--- src/ufl_defs.svh ---
/*
 Constants for the frame format and loopback block: register offsets,
 field positions, reset values and enables.
 Assumes inclusion by bare name from the modules.
*/
`ifndef UFL_DEFS_SVH
`define UFL_DEFS_SVH

`define UFL_OFF_LINE_FMT 3'h3
`define UFL_OFF_MODEM 3'h4
`define UFL_OFF_IRQ_STAT 3'h6
`define UFL_OFF_IRQ_MASK 3'h7
`define UFL_BIT_STOP 2
`define UFL_BIT_LOOP 4
`define UFL_BIT_GATE 3
`define UFL_MCR_MASK 8'h1F
`define UFL_RST_BYTE 8'h00
`define UFL_RST_MASK 4'h0
`define UFL_DIV_COUNT 16'h0015
`define UFL_BIT_TICKS 5'h10
`define UFL_HALF_TICKS 5'h08
`define UFL_TICK_LAST 4'hF
`define UFL_TICK_MID 4'h7

`endif

--- src/ufl_pkg.sv ---
/*
 Types shared by the frame format and loopback block.
 Assumes ufl_defs.svh sits beside it.
*/
package ufl_pkg;
    typedef enum logic [4:0] {
        TX_IDLE = 5'h01,
        TX_START = 5'h02,
        TX_DATA = 5'h04,
        TX_STOP = 5'h08,
        TX_STOP2 = 5'h10
    } ufl_tx_state_t;

    typedef enum logic [3:0] {
        RX_IDLE = 4'h1,
        RX_START = 4'h2,
        RX_DATA = 4'h4,
        RX_STOP = 4'h8
    } ufl_rx_state_t;

    // Width field to bit count: 00 five .. 11 eight
    function automatic logic [3:0] ufl_bits(input logic [1:0] wl);
        ufl_bits = 4'h5 + {2'h0, wl};
    endfunction : ufl_bits
endpackage : ufl_pkg

--- src/ufl_rx.sv ---
/*
 Serial receiver shift path; checks only the first stop bit.
 Assumes a 16x oversample enable pulse from the parent.
*/
`timescale 1ns/10ps
`include "ufl_defs.svh"
module ufl_rx
    import ufl_pkg::*;
(
    // Clock and reset
    input wire logic clk,
    input wire logic rst_b,
    // Control
    input wire logic tick,
    input wire logic ser_in,
    input wire logic [1:0] wlen,
    // Result
    output logic [7:0] data,
    output logic valid,
    output logic frame_err
);
    typedef struct packed {
        ufl_rx_state_t st;
        logic [7:0] sh;
        logic [3:0] cnt;
        logic [3:0] tk;
        logic valid;
        logic ferr;
    } ufl_rx_reg_t;

    ufl_rx_reg_t r_ff, nxt_r;

    always_comb
    begin
        nxt_r = r_ff;
        nxt_r.valid = 1'b0;
        if (tick)
            nxt_r.tk = r_ff.tk + 4'h1;
        case (r_ff.st)
            RX_IDLE:
            begin
                nxt_r.tk = 4'h0;
                if (tick && !ser_in)
                    nxt_r.st = RX_START;
            end
            RX_START:
                if (tick && r_ff.tk == `UFL_TICK_MID)
                begin
                    nxt_r.tk = 4'h0;
                    nxt_r.cnt = 4'h0;
                    nxt_r.st = ser_in ? RX_IDLE : RX_DATA;
                end
            RX_DATA:
                if (tick && r_ff.tk == `UFL_TICK_LAST)
                begin
                    nxt_r.sh = {ser_in, r_ff.sh[7:1]};
                    nxt_r.cnt = r_ff.cnt + 4'h1;
                    if (r_ff.cnt + 4'h1 == ufl_bits(wlen))
                        nxt_r.st = RX_STOP;
                end
            RX_STOP:
                // Later stop bits fall into idle and are never checked
                if (tick && r_ff.tk == `UFL_TICK_LAST)
                begin
                    nxt_r.st = RX_IDLE;
                    nxt_r.valid = 1'b1;
                    nxt_r.ferr = !ser_in;
                end
            default:
                nxt_r.st = RX_IDLE;
        endcase
    end

    always_ff @(posedge clk or negedge rst_b)
        if (!rst_b)
            r_ff <= '{st: RX_IDLE, sh: 8'h00, cnt: 4'h0, tk: 4'h0,
                      valid: 1'b0, ferr: 1'b0};
        else
            r_ff <= nxt_r;

    // Align short characters to bit 0
    assign data = r_ff.sh >> (4'h8 - ufl_bits(wlen));
    assign valid = r_ff.valid;
    assign frame_err = r_ff.ferr;
endmodule : ufl_rx

--- src/ufl_top.sv ---
/*
 Frame format, modem control and loopback slice of a serial port,
 with register port, event status, mask and gated interrupt.
 Assumes a synchronous register master and synchronous pin inputs.
*/
`timescale 1ns/10ps
`include "ufl_defs.svh"
// Operation
// - stop-select 0 sends one stop; 1 sends 1.5 (five bits) or two.
// - receiver checks only the first stop bit, ignores more.
// - size field 00..11 selects five to eight data bits.
// - loopback holds serial transmit output at mark.
// - loopback ignores receive pin, feeds transmit stream into receiver.
// - loopback disconnects the four external modem status inputs.
// - loopback routes ready, send, user a, user b to status inputs.
// - loopback drives all modem control pins inactive high.
// - receive and transmit interrupts work unchanged in loopback.
// - loopback modem interrupts come from low four control bits.
// - interrupt enables still gate every source in loopback.
// - user output b low disables the interrupt pin; high enables.
// - control bit 0 drives terminal ready pin inverted.
// - user output a is a plain bit with no pin.
module ufl_top
    import ufl_pkg::*;
(
    // Clock and reset
    input wire logic clk,
    input wire logic rst_b,
    // Register port
    input wire logic [2:0] reg_addr,
    input wire logic [7:0] reg_wdata,
    input wire logic reg_wr,
    input wire logic reg_rd,
    output logic [7:0] reg_rdata,
    // Transmit request
    input wire logic tx_start,
    input wire logic [7:0] tx_data,
    output logic tx_busy,
    // Receive result
    output logic [7:0] rx_data,
    output logic rx_valid,
    // Serial line
    input wire logic serial_in,
    output logic serial_out,
    // Modem pins
    input wire logic clear_to_send_n,
    input wire logic set_ready_n,
    input wire logic ring_indicate_n,
    input wire logic carrier_detect_n,
    output logic terminal_ready_n,
    output logic request_to_send_n,
    // Interrupt pin
    output logic irq,
    output logic irq_oe
);
    typedef struct packed {
        logic [7:0] line_fmt;
        logic [4:0] modem;
        logic [3:0] stat;
        logic [3:0] mask;
        logic [3:0] msr_prev;
        logic [15:0] div;
        logic tick;
        logic [7:0] rdata;
        logic ser_out;
        logic dtr_n;
        logic rts_n;
        logic irq;
        logic irq_oe;
        logic [7:0] rx_data;
        logic rx_valid;
        logic tx_busy;
    } ufl_top_reg_t;

    ufl_top_reg_t r_ff, nxt_r;

    logic loop;
    logic tx_line;
    logic tx_busy_w;
    logic tx_done;
    logic rx_line;
    logic [7:0] rx_byte;
    logic rx_done;
    logic rx_ferr;
    logic [3:0] msr_now;
    logic [3:0] ev;

    assign loop = r_ff.modem[`UFL_BIT_LOOP];
    assign rx_line = loop ? tx_line : serial_in;

    // Status order {carrier, ring, ready, send}, all active high
    always_comb
    begin
        if (loop)
            msr_now = {r_ff.modem[3], r_ff.modem[2], r_ff.modem[0],
                       r_ff.modem[1]};
        else
            msr_now = {~carrier_detect_n, ~ring_indicate_n, ~set_ready_n,
                       ~clear_to_send_n};
    end

    // Event bits: 0 rx done, 1 tx done, 2 frame error, 3 modem change
    assign ev = {(msr_now != r_ff.msr_prev), rx_ferr & rx_done, tx_done,
                 rx_done};

    ufl_tx u_tx (
        .clk(clk),
        .rst_b(rst_b),
        .tick(r_ff.tick),
        .start(tx_start),
        .data(tx_data),
        .wlen(r_ff.line_fmt[1:0]),
        .two_stop(r_ff.line_fmt[`UFL_BIT_STOP]),
        .ser_out(tx_line),
        .busy(tx_busy_w),
        .done(tx_done)
    );

    ufl_rx u_rx (
        .clk(clk),
        .rst_b(rst_b),
        .tick(r_ff.tick),
        .ser_in(rx_line),
        .wlen(r_ff.line_fmt[1:0]),
        .data(rx_byte),
        .valid(rx_done),
        .frame_err(rx_ferr)
    );

    always_comb
    begin
        nxt_r = r_ff;
        nxt_r.tick = 1'b0;
        if (r_ff.div == `UFL_DIV_COUNT)
        begin
            nxt_r.div = 16'h0000;
            nxt_r.tick = 1'b1;
        end
        else
            nxt_r.div = r_ff.div + 16'h0001;
        nxt_r.msr_prev = msr_now;
        nxt_r.rdata = 8'h00;
        if (reg_wr)
        begin
            if (reg_addr == `UFL_OFF_LINE_FMT)
                nxt_r.line_fmt = reg_wdata;
            else if (reg_addr == `UFL_OFF_MODEM)
                nxt_r.modem = reg_wdata[4:0];
            else if (reg_addr == `UFL_OFF_IRQ_STAT)
                nxt_r.stat = r_ff.stat & ~reg_wdata[3:0];
            else if (reg_addr == `UFL_OFF_IRQ_MASK)
                nxt_r.mask = reg_wdata[3:0];
        end
        // Set wins over a clear in the same cycle
        nxt_r.stat = nxt_r.stat | ev;
        if (reg_rd)
        begin
            if (reg_addr == `UFL_OFF_LINE_FMT)
                nxt_r.rdata = r_ff.line_fmt;
            else if (reg_addr == `UFL_OFF_MODEM)
                nxt_r.rdata = {3'h0, r_ff.modem};
            else if (reg_addr == `UFL_OFF_IRQ_STAT)
                nxt_r.rdata = {4'h0, r_ff.stat};
            else if (reg_addr == `UFL_OFF_IRQ_MASK)
                nxt_r.rdata = {4'h0, r_ff.mask};
        end
        // Same edge as the loop bit, so no active pin slips out
        nxt_r.ser_out = nxt_r.modem[`UFL_BIT_LOOP] ? 1'b1 : tx_line;
        nxt_r.dtr_n = nxt_r.modem[`UFL_BIT_LOOP] ? 1'b1 :
            ~nxt_r.modem[0];
        nxt_r.rts_n = nxt_r.modem[`UFL_BIT_LOOP] ? 1'b1 :
            ~nxt_r.modem[1];
        // Mask applies regardless of loopback
        nxt_r.irq = |(nxt_r.stat & nxt_r.mask);
        // No tristate here; the pad uses the enable
        nxt_r.irq_oe = nxt_r.modem[`UFL_BIT_GATE];
        nxt_r.rx_valid = rx_done;
        if (rx_done)
            nxt_r.rx_data = rx_byte;
        nxt_r.tx_busy = tx_busy_w | tx_start;
    end

    always_ff @(posedge clk or negedge rst_b)
        if (!rst_b)
            r_ff <= '{line_fmt: `UFL_RST_BYTE, modem: 5'h00,
                      stat: `UFL_RST_MASK, mask: `UFL_RST_MASK,
                      msr_prev: 4'h0, div: 16'h0000, tick: 1'b0,
                      rdata: 8'h00, ser_out: 1'b1, dtr_n: 1'b1,
                      rts_n: 1'b1, irq: 1'b0, irq_oe: 1'b0,
                      rx_data: 8'h00, rx_valid: 1'b0, tx_busy: 1'b0};
        else
            r_ff <= nxt_r;

    assign reg_rdata = r_ff.rdata;
    assign serial_out = r_ff.ser_out;
    assign terminal_ready_n = r_ff.dtr_n;
    assign request_to_send_n = r_ff.rts_n;
    assign irq = r_ff.irq;
    assign irq_oe = r_ff.irq_oe;
    assign rx_data = r_ff.rx_data;
    assign rx_valid = r_ff.rx_valid;
    assign tx_busy = r_ff.tx_busy;
endmodule : ufl_top

--- src/ufl_tx.sv ---
/*
 Serial transmitter shift path with framing choices.
 Assumes a 16x oversample enable pulse from the parent.
*/
`timescale 1ns/10ps
`include "ufl_defs.svh"
module ufl_tx
    import ufl_pkg::*;
(
    // Clock and reset
    input wire logic clk,
    input wire logic rst_b,
    // Control
    input wire logic tick,
    input wire logic start,
    input wire logic [7:0] data,
    input wire logic [1:0] wlen,
    input wire logic two_stop,
    // Line and status
    output logic ser_out,
    output logic busy,
    output logic done
);
    typedef struct packed {
        ufl_tx_state_t st;
        logic [7:0] sh;
        logic [3:0] cnt;
        logic [4:0] tk;
        logic [4:0] stop_len;
        logic out;
        logic done;
    } ufl_tx_reg_t;

    ufl_tx_reg_t r_ff, nxt_r;

    always_comb
    begin
        nxt_r = r_ff;
        nxt_r.done = 1'b0;
        if (tick)
            nxt_r.tk = r_ff.tk + 5'h01;
        case (r_ff.st)
            TX_IDLE:
            begin
                nxt_r.out = 1'b1;
                nxt_r.tk = 5'h00;
                if (start)
                begin
                    nxt_r.sh = data;
                    nxt_r.st = TX_START;
                    nxt_r.out = 1'b0;
                    nxt_r.cnt = 4'h0;
                    // Extra stop: half a bit for five bits, else whole
                    nxt_r.stop_len = (wlen == 2'b00) ?
                        `UFL_HALF_TICKS : `UFL_BIT_TICKS;
                end
            end
            TX_START, TX_DATA:
                if (tick && r_ff.tk == `UFL_BIT_TICKS - 5'h01)
                begin
                    nxt_r.tk = 5'h00;
                    if (r_ff.cnt == ufl_bits(wlen))
                    begin
                        nxt_r.st = TX_STOP;
                        nxt_r.out = 1'b1;
                    end
                    else
                    begin
                        nxt_r.st = TX_DATA;
                        nxt_r.out = r_ff.sh[0];
                        nxt_r.sh = {1'b0, r_ff.sh[7:1]};
                        nxt_r.cnt = r_ff.cnt + 4'h1;
                    end
                end
            TX_STOP:
                if (tick && r_ff.tk == `UFL_BIT_TICKS - 5'h01)
                begin
                    nxt_r.tk = 5'h00;
                    if (two_stop)
                        nxt_r.st = TX_STOP2;
                    else
                    begin
                        nxt_r.st = TX_IDLE;
                        nxt_r.done = 1'b1;
                    end
                end
            TX_STOP2:
                if (tick && r_ff.tk == r_ff.stop_len - 5'h01)
                begin
                    nxt_r.st = TX_IDLE;
                    nxt_r.done = 1'b1;
                end
            default:
                nxt_r.st = TX_IDLE;
        endcase
    end

    always_ff @(posedge clk or negedge rst_b)
        if (!rst_b)
            r_ff <= '{st: TX_IDLE, sh: 8'h00, cnt: 4'h0, tk: 5'h00,
                      stop_len: 5'h00, out: 1'b1, done: 1'b0};
        else
            r_ff <= nxt_r;

    assign ser_out = r_ff.out;
    assign busy = (r_ff.st != TX_IDLE);
    assign done = r_ff.done;
endmodule : ufl_tx
--- config.mk ---
export PLATFORM = sky130hd
export DESIGN_NAME = ufl_top
export DESIGN_NICKNAME = d
export VERILOG_FILES = /design/src/ufl_pkg.sv /design/src/ufl_rx.sv /design/src/ufl_top.sv /design/src/ufl_tx.sv
export VERILOG_INCLUDE_DIRS = /design/src
export SDC_FILE = /design/constraint.sdc
export NUM_CORES = 1
export LEC_CHECK = 0
export BUFFER_PORTS_ARGS = -buffer_cell sky130_fd_sc_hd__buf_4
export CAP_MARGIN = 20
export CORE_AREA = 2 2 73 144
export CTS_BUF_LIST = sky130_fd_sc_hd__clkbuf_8
export CTS_CLUSTER_SIZE = 40
export DETAILED_ROUTE_END_ITERATION = 16
export DIE_AREA = 0 0 75 146
export HOLD_SLACK_MARGIN = 0.05
export PLACE_DENSITY = 0.76
export SYNTH_ARGS = -nofsm -noshare
export SYNTH_HDL_FRONTEND = slang
export SYNTH_SLANG_ARGS = --single-unit
export TNS_END_PERCENT = 20
--- constraint.sdc ---
create_clock -name clk -period 5.5 [get_ports clk]
set_input_delay 0.55 -clock clk [delete_from_list [all_inputs] [get_ports clk]]
set_output_delay 0.55 -clock clk [all_outputs]
set_load 0.05 [all_outputs]
==> results.md, run 1 <==
* Count of flip-flops with a built-in enable after synthesis at 0
* Type of the tightest min-delay check: in2async
* Fraction of power consumed by sequential logic at 0.494
* Worst Reg2Reg Path Length in Cells at 7
* Unrepaired setup endpoints after global routing: false
* Largest fanout on the critical path at 17
* Starting utilization of the core area at 0.571
* Global route overflow at 0
* Clock group share of total power at 0.244
* GRT Overall Usage at 0.218
* Dominant cells by area after synthesis: sky130_fd_sc_hd__dfrtp_1, sky130_fd_sc_hd__nand2_1, sky130_fd_sc_hd__mux2_2
* Clk Latency, worst-skew pair at 0.38 ns
* Antenna fix cells at 0
* Number of rows in the core area at 51
* Max H-tree Level at 3
* R2R setup slack at 2.53 ns
* Wire length per cell at 15.9 µm
* LEAKAGE at 0.00286 µW
* Cell Count, Final, Fillers Out at 696
* Post-Route Skew at 0.0150 ns
* Critical Path Source: r_ff[57]
* Total number of vias at 3,894
* HPWL after detailed placement at 8.36 mm
* Synthesis warning total at 0
* Slowest library cell on the worst path: sky130_fd_sc_hd__dfrtp_1
* Internal power summed over all cells at 1420 µW
* Max rail drop VDD at 215 µV
* Die Wd at 75 µm
* Vias in the first global route at 3,970
* Post-CTS setup buffer count at 0
* Compound-Gate Fraction of Synth Area at 0.117
* Maximum number of pins on one net before global-route repair at 63
* Area delta synth->final at 9.59%
* Tightest Pin Transition at 0.773 ns
* Type of element launching the critical path: flip-flop
* Antenna-violating nets left at 0
* Post-synthesis instance total at 533
* Number of hold-slack violations in the final timing report at 0
* Iteration count of the initial detailed-routing pass at 4
* Total negative slack for setup checks at 0 ns
* Cell Count Post-Placement at 680
* Main combinational cell family by area after synthesis: simple AND/OR/NAND/NOR gates
* Multiplexer share of the synthesized area at 0.0685
* Worst r2r dst: u_tx.r_ff[22]
* Top cell type by total area after synthesis: sky130_fd_sc_hd__dfrtp_1
* Area share of fa/ha/maj cells after synthesis at 0.0225
* Worst setup path end: u_tx.r_ff[22]
* Top-Level Pins at 52
* Number of library cell types mapped by synthesis at 67
* Clock Path Buffers at 2
* Status: complete, no violations
* Max Cap Viol at 0
* Setup violators final at 0
* Share of the cycle needed by the critical path after routing at 0.540
* Proportion of synthesized flip-flops having asynchronous set or reset at 1.00
* Dominant register cell in the synthesized netlist: sky130_fd_sc_hd__dfrtp_1
* Top achievable clock speed at 337 MHz
* Syn_nets at 572
* Clock tree from TritonCTS: built
* Total power density per cell area at 353 nW/µm²
* Post-synthesis simple-gate area fraction at 0.175
* Filler cell count at 815
* Sw Ratio at 0.342
* Number of port buffers at 51
* Detail-routed via count per cell at 5.59
* Number of nets in the layout at 598
* Total power consumption of the routed design at 2160 µW
* Num CTS Buffers at 9
* Share of the yosys chip area belonging to registers at 0.504
* Total detailed-routing wirelength at 11.1 mm
* Count of pins over their slew limit at 0
* WP data arrival at 3.22 ns
* Root buffer selected by CTS: sky130_fd_sc_hd__clkbuf_8
* Gpl congestion at 0.924
* Wire length of the first global-routing pass at 18.5 mm
* Series of cell instances along the critical path: inv_1 > ha_1 > xnor2_1 > o211ai_2 > and2_1 > or2_1 > o21ai_2
* DIE AREA at 11,000 µm²
* Required time at the worst-slack endpoint at 5.76 ns
* Cts hold-fix bufs at 0
* Post-CTS clock slew at the launch and capture registers of the worst setup and hold paths at 0.12 ns
* Post-Synth XOR/XNOR Area at 0.0501
* Startpoint of the worst-slack reg-to-reg timing path: r_ff[57]
* Worst stage delay on the critical path at 0.72 ns
* First DRT Iteration DRCs at 281
* Average cell area after synthesis at 10.5 µm²
* Initial antenna violation count at 0
* Combinational share of power at 0.262
* Core ar. at 9760 µm²
* Fraction of final layout cells sized beyond drive strength 1 at 0.204
* Area fraction of the dominant cell type after synthesis at 0.476
* Switching power of the nets at 738 µW
* Resized cells post-CTS at 0
* Vertical die dimension at 146 µm
* Synthesis-stage register bit count at 112
* Final critical delay including setup and external delays at 2.97 ns
* Residual DRC count at 0
* Tightest slew margin relative to the limit at 0.485
* Type of destination of the critical path: flip-flop
* Number of clock sinks at 112
* Cell area after synthesis at 5570 µm²
* Worst Path Class, Setup: reg2reg
==> logic make-up after synthesis <==
family                   after synthesis
flip-flops                           112
XOR/XNOR                              31
buffers and inverters                 67
AND/OR/NAND/NOR                      189
AO/OA/AOI/OAI                         94
adder cells (fa/ha/maj)               10
multiplexers                          30
==> sequential cells by signal, indices dropped and copies added, names as in the netlist <==
| name | count |
|---|---|
| r_ff | 41 |
| u_tx.r_ff | 24 |
| u_rx.r_ff | 20 |
| reg_rdata | 8 |
| rx_data | 8 |
| irq | 1 |
| loop | 1 |
| request_to_send_n | 1 |
| rx_valid | 1 |
| serial_out | 1 |
| terminal_ready_n | 1 |
| tx_busy | 1 |
| u_rx.frame_err | 1 |
| u_rx.valid | 1 |
| u_tx.done | 1 |
| u_tx.ser_out | 1 |
==> worst min path at each step <==
| stage | end | from | cells after the start | slack, ns |
|---|---|---|---|---|
| floorplan | irq | rst_b | 0 | 0.25 |
| global placement | r_ff[39] | r_ff[39] | 1 | 0.45 |
| detailed placement | r_ff[39] | r_ff[39] | 1 | 0.46 |
| CTS | u_rx.r_ff[13] | rst_b | 1 | 0.18 |
| global route | u_rx.r_ff[14] | rst_b | 1 | 0.21 |
| finish | u_rx.r_ff[13] | rst_b | 1 | 0.16 |
==> routing by layer <==
layer | vias to the layer above | routed length [µm] | GRT usage
met4 | 0 | 295 | 0.0920
met3 | 19 | 277 | 0.0339
li1 | 1889 | - | -
met2 | 71 | 6470 | 0.397
met5 | - | 0 | 0
met1 | 1915 | 4050 | 0.237
==> Yosys cell counts (4+ instances only) <==
| cell type | n |
|---|---|
| sky130_fd_sc_hd__a21oi_1 | 9 |
| sky130_fd_sc_hd__and3_1 | 10 |
| sky130_fd_sc_hd__dfstp_2 | 6 |
| sky130_fd_sc_hd__a21o_1 | 6 |
| sky130_fd_sc_hd__buf_2 | 9 |
| sky130_fd_sc_hd__nand4_1 | 8 |
| sky130_fd_sc_hd__and3b_1 | 5 |
| sky130_fd_sc_hd__ha_1 | 10 |
| sky130_fd_sc_hd__a22oi_1 | 7 |
| sky130_fd_sc_hd__xor2_1 | 11 |
| sky130_fd_sc_hd__o211ai_1 | 5 |
| sky130_fd_sc_hd__clkbuf_1 | 6 |
| sky130_fd_sc_hd__o21ai_0 | 24 |
| sky130_fd_sc_hd__buf_4 | 19 |
| sky130_fd_sc_hd__nor3b_1 | 4 |
| sky130_fd_sc_hd__dfrtp_1 | 106 |
| sky130_fd_sc_hd__mux4_2 | 5 |
| sky130_fd_sc_hd__nor2b_1 | 7 |
| sky130_fd_sc_hd__o22ai_1 | 4 |
| sky130_fd_sc_hd__nor2_1 | 35 |
| sky130_fd_sc_hd__xnor2_1 | 19 |
| sky130_fd_sc_hd__o21ai_2 | 8 |
| sky130_fd_sc_hd__inv_1 | 30 |
| sky130_fd_sc_hd__a31oi_1 | 7 |
| sky130_fd_sc_hd__nand3_1 | 9 |
| sky130_fd_sc_hd__mux2i_1 | 10 |
| sky130_fd_sc_hd__nand2_1 | 72 |
| sky130_fd_sc_hd__nor3_1 | 9 |
| sky130_fd_sc_hd__nand2b_1 | 7 |
| sky130_fd_sc_hd__mux2_2 | 15 |
==> placed cells by master, fill, tap and decap left out, drive strengths merged, types with 11 or more instances in the layout <==
master,count
nand2,73
buf,52
xor2,11
nor2,35
xnor2,20
inv,35
mux2,15
o21ai,35
dfrtp,106
==> worst max-delay path, delay by kind of cell (launching register included) <==
kind	cells	cell delay, ns
adder cells (fa/ha/maj)	1	0.59
XOR/XNOR	1	0.14
AO/OA/AOI/OAI	2	0.21
buffers and inverters	1	0.18
flip-flops	1	0.72
AND/OR/NAND/NOR	2	1.00
==> power groups by stage <==
stage / sequential [µW] / clock [µW] / combinational [µW]
floorplan: 1060 / 0 / 441
global placement: 1070 / 0 / 545
detailed placement: 1080 / 0 / 569
CTS: 1070 / 541 / 572
global route: 1080 / 576 / 623
finish: 1070 / 525 / 566
==> cell type report <==
type,count,area (µm²),area share
Sequential cell,112,2810,0.460
Timing Repair Buffer,52,390,0.0639
Inverter,30,113,0.0184
Clock inverter,7,92.6,0.0152
Tap cell,132,165,0.0271
Multi-Input combinational cell,354,2410,0.395
Clock buffer,9,124,0.0203
==> stage by stage <==
step	setup slack (ns)	hold slack [ns]	utilization	area, µm²
final	2.53	0.164	0.625	6100
after global routing	2.28	0.208	0.625	6100
after CTS	2.52	0.185	0.625	6100
after detailed placement	2.53	0.457	0.603	5890
after global placement	2.69	0.454	0.603	5890
after floorplan	3.35	0.254	-	5570
Power figures use the tool's default switching activity.
==> run 2, diff against run 1 <==
--- a/config.mk
+++ b/config.mk
@@ -6,15 +6,16 @@
 export SDC_FILE = /design/constraint.sdc
 export NUM_CORES = 1
 export LEC_CHECK = 0
+export ABC_AREA = 1
 export BUFFER_PORTS_ARGS = -buffer_cell sky130_fd_sc_hd__buf_4
 export CAP_MARGIN = 20
-export CORE_AREA = 2 2 73 144
+export CORE_AREA = 2 2 74 146
 export CTS_BUF_LIST = sky130_fd_sc_hd__clkbuf_8
 export CTS_CLUSTER_SIZE = 40
 export DETAILED_ROUTE_END_ITERATION = 16
-export DIE_AREA = 0 0 75 146
+export DIE_AREA = 0 0 76 148
 export HOLD_SLACK_MARGIN = 0.05
-export PLACE_DENSITY = 0.76
+export PLACE_DENSITY = 0.77
 export SYNTH_ARGS = -nofsm -noshare
 export SYNTH_HDL_FRONTEND = slang
 export SYNTH_SLANG_ARGS = --single-unit
==> constraint.sdc (replaced) <==
create_clock -name clk -period 2.5 [get_ports clk]
set_input_delay 0.25 -clock clk [delete_from_list [all_inputs] [get_ports clk]]
set_output_delay 0.25 -clock clk [all_outputs]
set_load 0.05 [all_outputs]
==> results.md, run 2 <==
* Synthesis-stage register bit count at 112
* Dominant cells by area after synthesis: sky130_fd_sc_hd__dfrtp_1, sky130_fd_sc_hd__nand2_1, sky130_fd_sc_hd__inv_1
* Total power density per cell area at 764 nW/µm²
* Syn_nets at 709
* R2R setup slack at 0.60 ns
* Top-Level Pins at 52
* Post-synthesis instance total at 670
* Flip-flop count of the largest register after layout at 41
* Type of the tightest min-delay check: in2reg
* Area delta synth->final at 12.2%
* GRT Overall Usage at 0.213
* Status: complete, no violations
* Count of flip-flops with a built-in enable after synthesis at 0
* Post-CTS clock slew at the launch and capture registers of the worst setup and hold paths at 0.10 ns
* HPWL after detailed placement at 8.61 mm
* Total number of vias at 4,391
* Series of cell instances along the critical path: inv_2 > ha_1 > xnor2_1 > nand3_1 > nand2_2 > nand2_2 > nand2_4 > nand2_1 > nand2_1
* Setup violators final at 0
* Post-CTS setup buffer count at 0
* Iteration count of the initial detailed-routing pass at 4
* Buffering stage count on the worst path with inverters included at 1
* Post-synth top cells: sky130_fd_sc_hd__nand2_1, sky130_fd_sc_hd__dfrtp_1, sky130_fd_sc_hd__inv_1
* Most frequent cell after synthesis: sky130_fd_sc_hd__nand2_1
* Top cell type by total area after synthesis: sky130_fd_sc_hd__dfrtp_1
* Wire length per cell at 13.1 µm
* First DRT Iteration DRCs at 278
* Global route overflow at 0
* Total negative slack for setup checks at 0 ns
* Unrepaired setup endpoints after global routing: false
* Cell area after synthesis at 5520 µm²
* Regs by FF count: r_ff: 41 flops, u_tx.r_ff: 24 flops, u_rx.r_ff: 20 flops
* Residual DRC count at 0
* Largest fanout on the critical path at 12
* Share of the yosys chip area belonging to registers at 0.509
* Final critical delay including setup and external delays at 1.90 ns
* Slowest library cell on the worst path: sky130_fd_sc_hd__dfrtp_1
* Footprint of the flip-flops and latches at 2810 µm²
* Share of the cycle needed by the critical path after routing at 0.760
* Antenna fix cells at 0
* Clock Path Buffers at 2
* Max H-tree Level at 3
* Max rail drop VDD at 355 µV
* Total power consumption of the routed design at 4730 µW
* Total detailed-routing wirelength at 11.2 mm
* Gpl congestion at 0.845
* Top achievable clock speed at 526 MHz
* Die Wd at 76 µm
* Commonest non-fill, non-tap cell in the layout: sky130_fd_sc_hd__nand2_1
* Proportion of synthesized flip-flops having asynchronous set or reset at 1.00
* Core ar. at 10,100 µm²
* Worst setup path end: u_tx.r_ff[20]
* Maximum number of pins on one net before global-route repair at 57
* Fraction of final layout cells sized beyond drive strength 1 at 0.132
* Required time at the worst-slack endpoint at 2.81 ns
* Detail-routed via count per cell at 5.15
* Number of port buffers at 51
* Gate family responsible for the most delay along the worst path: simple AND/OR/NAND/NOR gates
* Dominant register cell in the synthesized netlist: sky130_fd_sc_hd__dfrtp_1
* Area of the multi-input gates at 2210 µm²
* Most used cells in the layout excluding fill and tap cells: sky130_fd_sc_hd__nand2_1, sky130_fd_sc_hd__dfrtp_1, sky130_fd_sc_hd__inv_1, sky130_fd_sc_hd__buf_4, sky130_fd_sc_hd__o21ai_0
* Vertical die dimension at 148 µm
* Num CTS Buffers at 9
* Wire length of the first global-routing pass at 19.6 mm
* Worst stage delay on the critical path at 0.48 ns
* Number of clock sinks at 112
* Startpoint of the worst-slack reg-to-reg timing path: r_ff[57]
* Clk Latency, worst-skew pair at 0.37 ns
* Post-Route Skew at 0.00811 ns
* Number of hold-slack violations in the final timing report at 0
* DIE AREA at 11,200 µm²
* Filler cell count at 885
* Initial antenna violation count at 0
* Area fraction of the dominant cell type after synthesis at 0.481
* Worst Path Class, Setup: reg2reg
* Number of rows in the core area at 52
* WP data arrival at 2.21 ns
* Antenna-violating nets left at 0
* Critical Path Source: r_ff[57]
* CP Depth at 9
* Count of pins over their slew limit at 0
* Tightest Pin Transition at 0.699 ns
* Type of destination of the critical path: flip-flop
* Worst r2r dst: u_tx.r_ff[20]
* Synthesis warning total at 0
* Worst Reg2Reg Path Length in Cells at 9
* Clock tree from TritonCTS: built
* Starting utilization of the core area at 0.547
* Type of element launching the critical path: flip-flop
* Most flop-heavy register: r_ff
* Vias in the first global route at 4,554
* Root buffer selected by CTS: sky130_fd_sc_hd__clkbuf_8
* Average cell area after synthesis at 8.24 µm²
* Number of nets in the layout at 752
* LEAKAGE at 0.00323 µW
* Max Cap Viol at 0
* Number of library cell types mapped by synthesis at 40
* End-of-flow core utilization at 0.614
* Tightest slew margin relative to the limit at 0.534
## run 2: changes by cell type after synthesis, sizes merged, moves of 10 or more
cell,delta
nand3,+24
mux2,-14
o21ai,+19
inv,+53
xnor2,-11
nand2,+142
and3,-10
nor2,+12
mux2i,-10
## run 2: power by group
group / total, µW / internal, µW / switching (µW) / leakage (µW)
sequential: 2240 / 2080 / 164 / 0.00145
clock: 1210 / 618 / 590 / 0.000119
combinational: 1280 / 428 / 852 / 0.00166
total: 4730 / 3120 / 1610 / 0.00323
## run 2: timing repair
item,4_1_cts,5_1_grt
endpoints found under the hold margin,53,0
hold buffers,1,0
gates resized for setup,0,0
## run 2: worst min path at each step
stage	to	cells past startpoint	slack (ns)	from
after floorplan	irq	0	-0.05	rst_b
after global placement	rx_data[2]	1	0.34	rst_b
after detailed placement	rx_data[0]	1	0.35	rst_b
after CTS	r_ff[47]	3	0.09	reg_wdata[3]
after global routing	r_ff[42]	2	0.09	ring_indicate_n
final	r_ff[43]	2	0.1	carrier_detect_n
## run 2: final cells by class
| cell class | instances | share of cell area |
|---|---|---|
| clock buffers | 11 | 0.0245 |
| flip-flops and latches | 112 | 0.454 |
| inverters | 84 | 0.0509 |
| clock inverters | 5 | 0.0127 |
| repair buffers | 58 | 0.0728 |
| multi-input cells | 448 | 0.358 |
| well taps | 135 | 0.0273 |
## run 2: metrics by stage
stage | setup WS, ns | cell area, µm² | std cells | hold slack [ns]
after global routing | 0.365 | 6190 | 853 | 0.0923
final | 0.600 | 6190 | 853 | 0.0997
after CTS | 0.588 | 6190 | 853 | 0.0884
after floorplan | 0.754 | 5520 | 670 | -0.0456
after detailed placement | 0.620 | 5950 | 836 | 0.350
after global placement | 0.685 | 5950 | 836 | 0.342
## run 2: kinds of logic (layout without fill, tap and decap cells)
kind of cell,after synthesis,count (layout),synth area share
flip-flops,112,112,0.509
adder cells (fa/ha/maj),10,10,0.0227
AO/OA/AOI/OAI,84,84,0.0859
buffers and inverters,110,158,0.0893
multiplexers,1,1,0.00204
XOR/XNOR,27,27,0.0429
AND/OR/NAND/NOR,326,326,0.248
## run 2: metal layers
metal	part of all wire	routed length (µm)	global-route usage
met5	0	0	0
met4	0.034	380	0.105
met3	0.028	317	0.0299
met2	0.57	6340	0.416
met1	0.37	4180	0.218
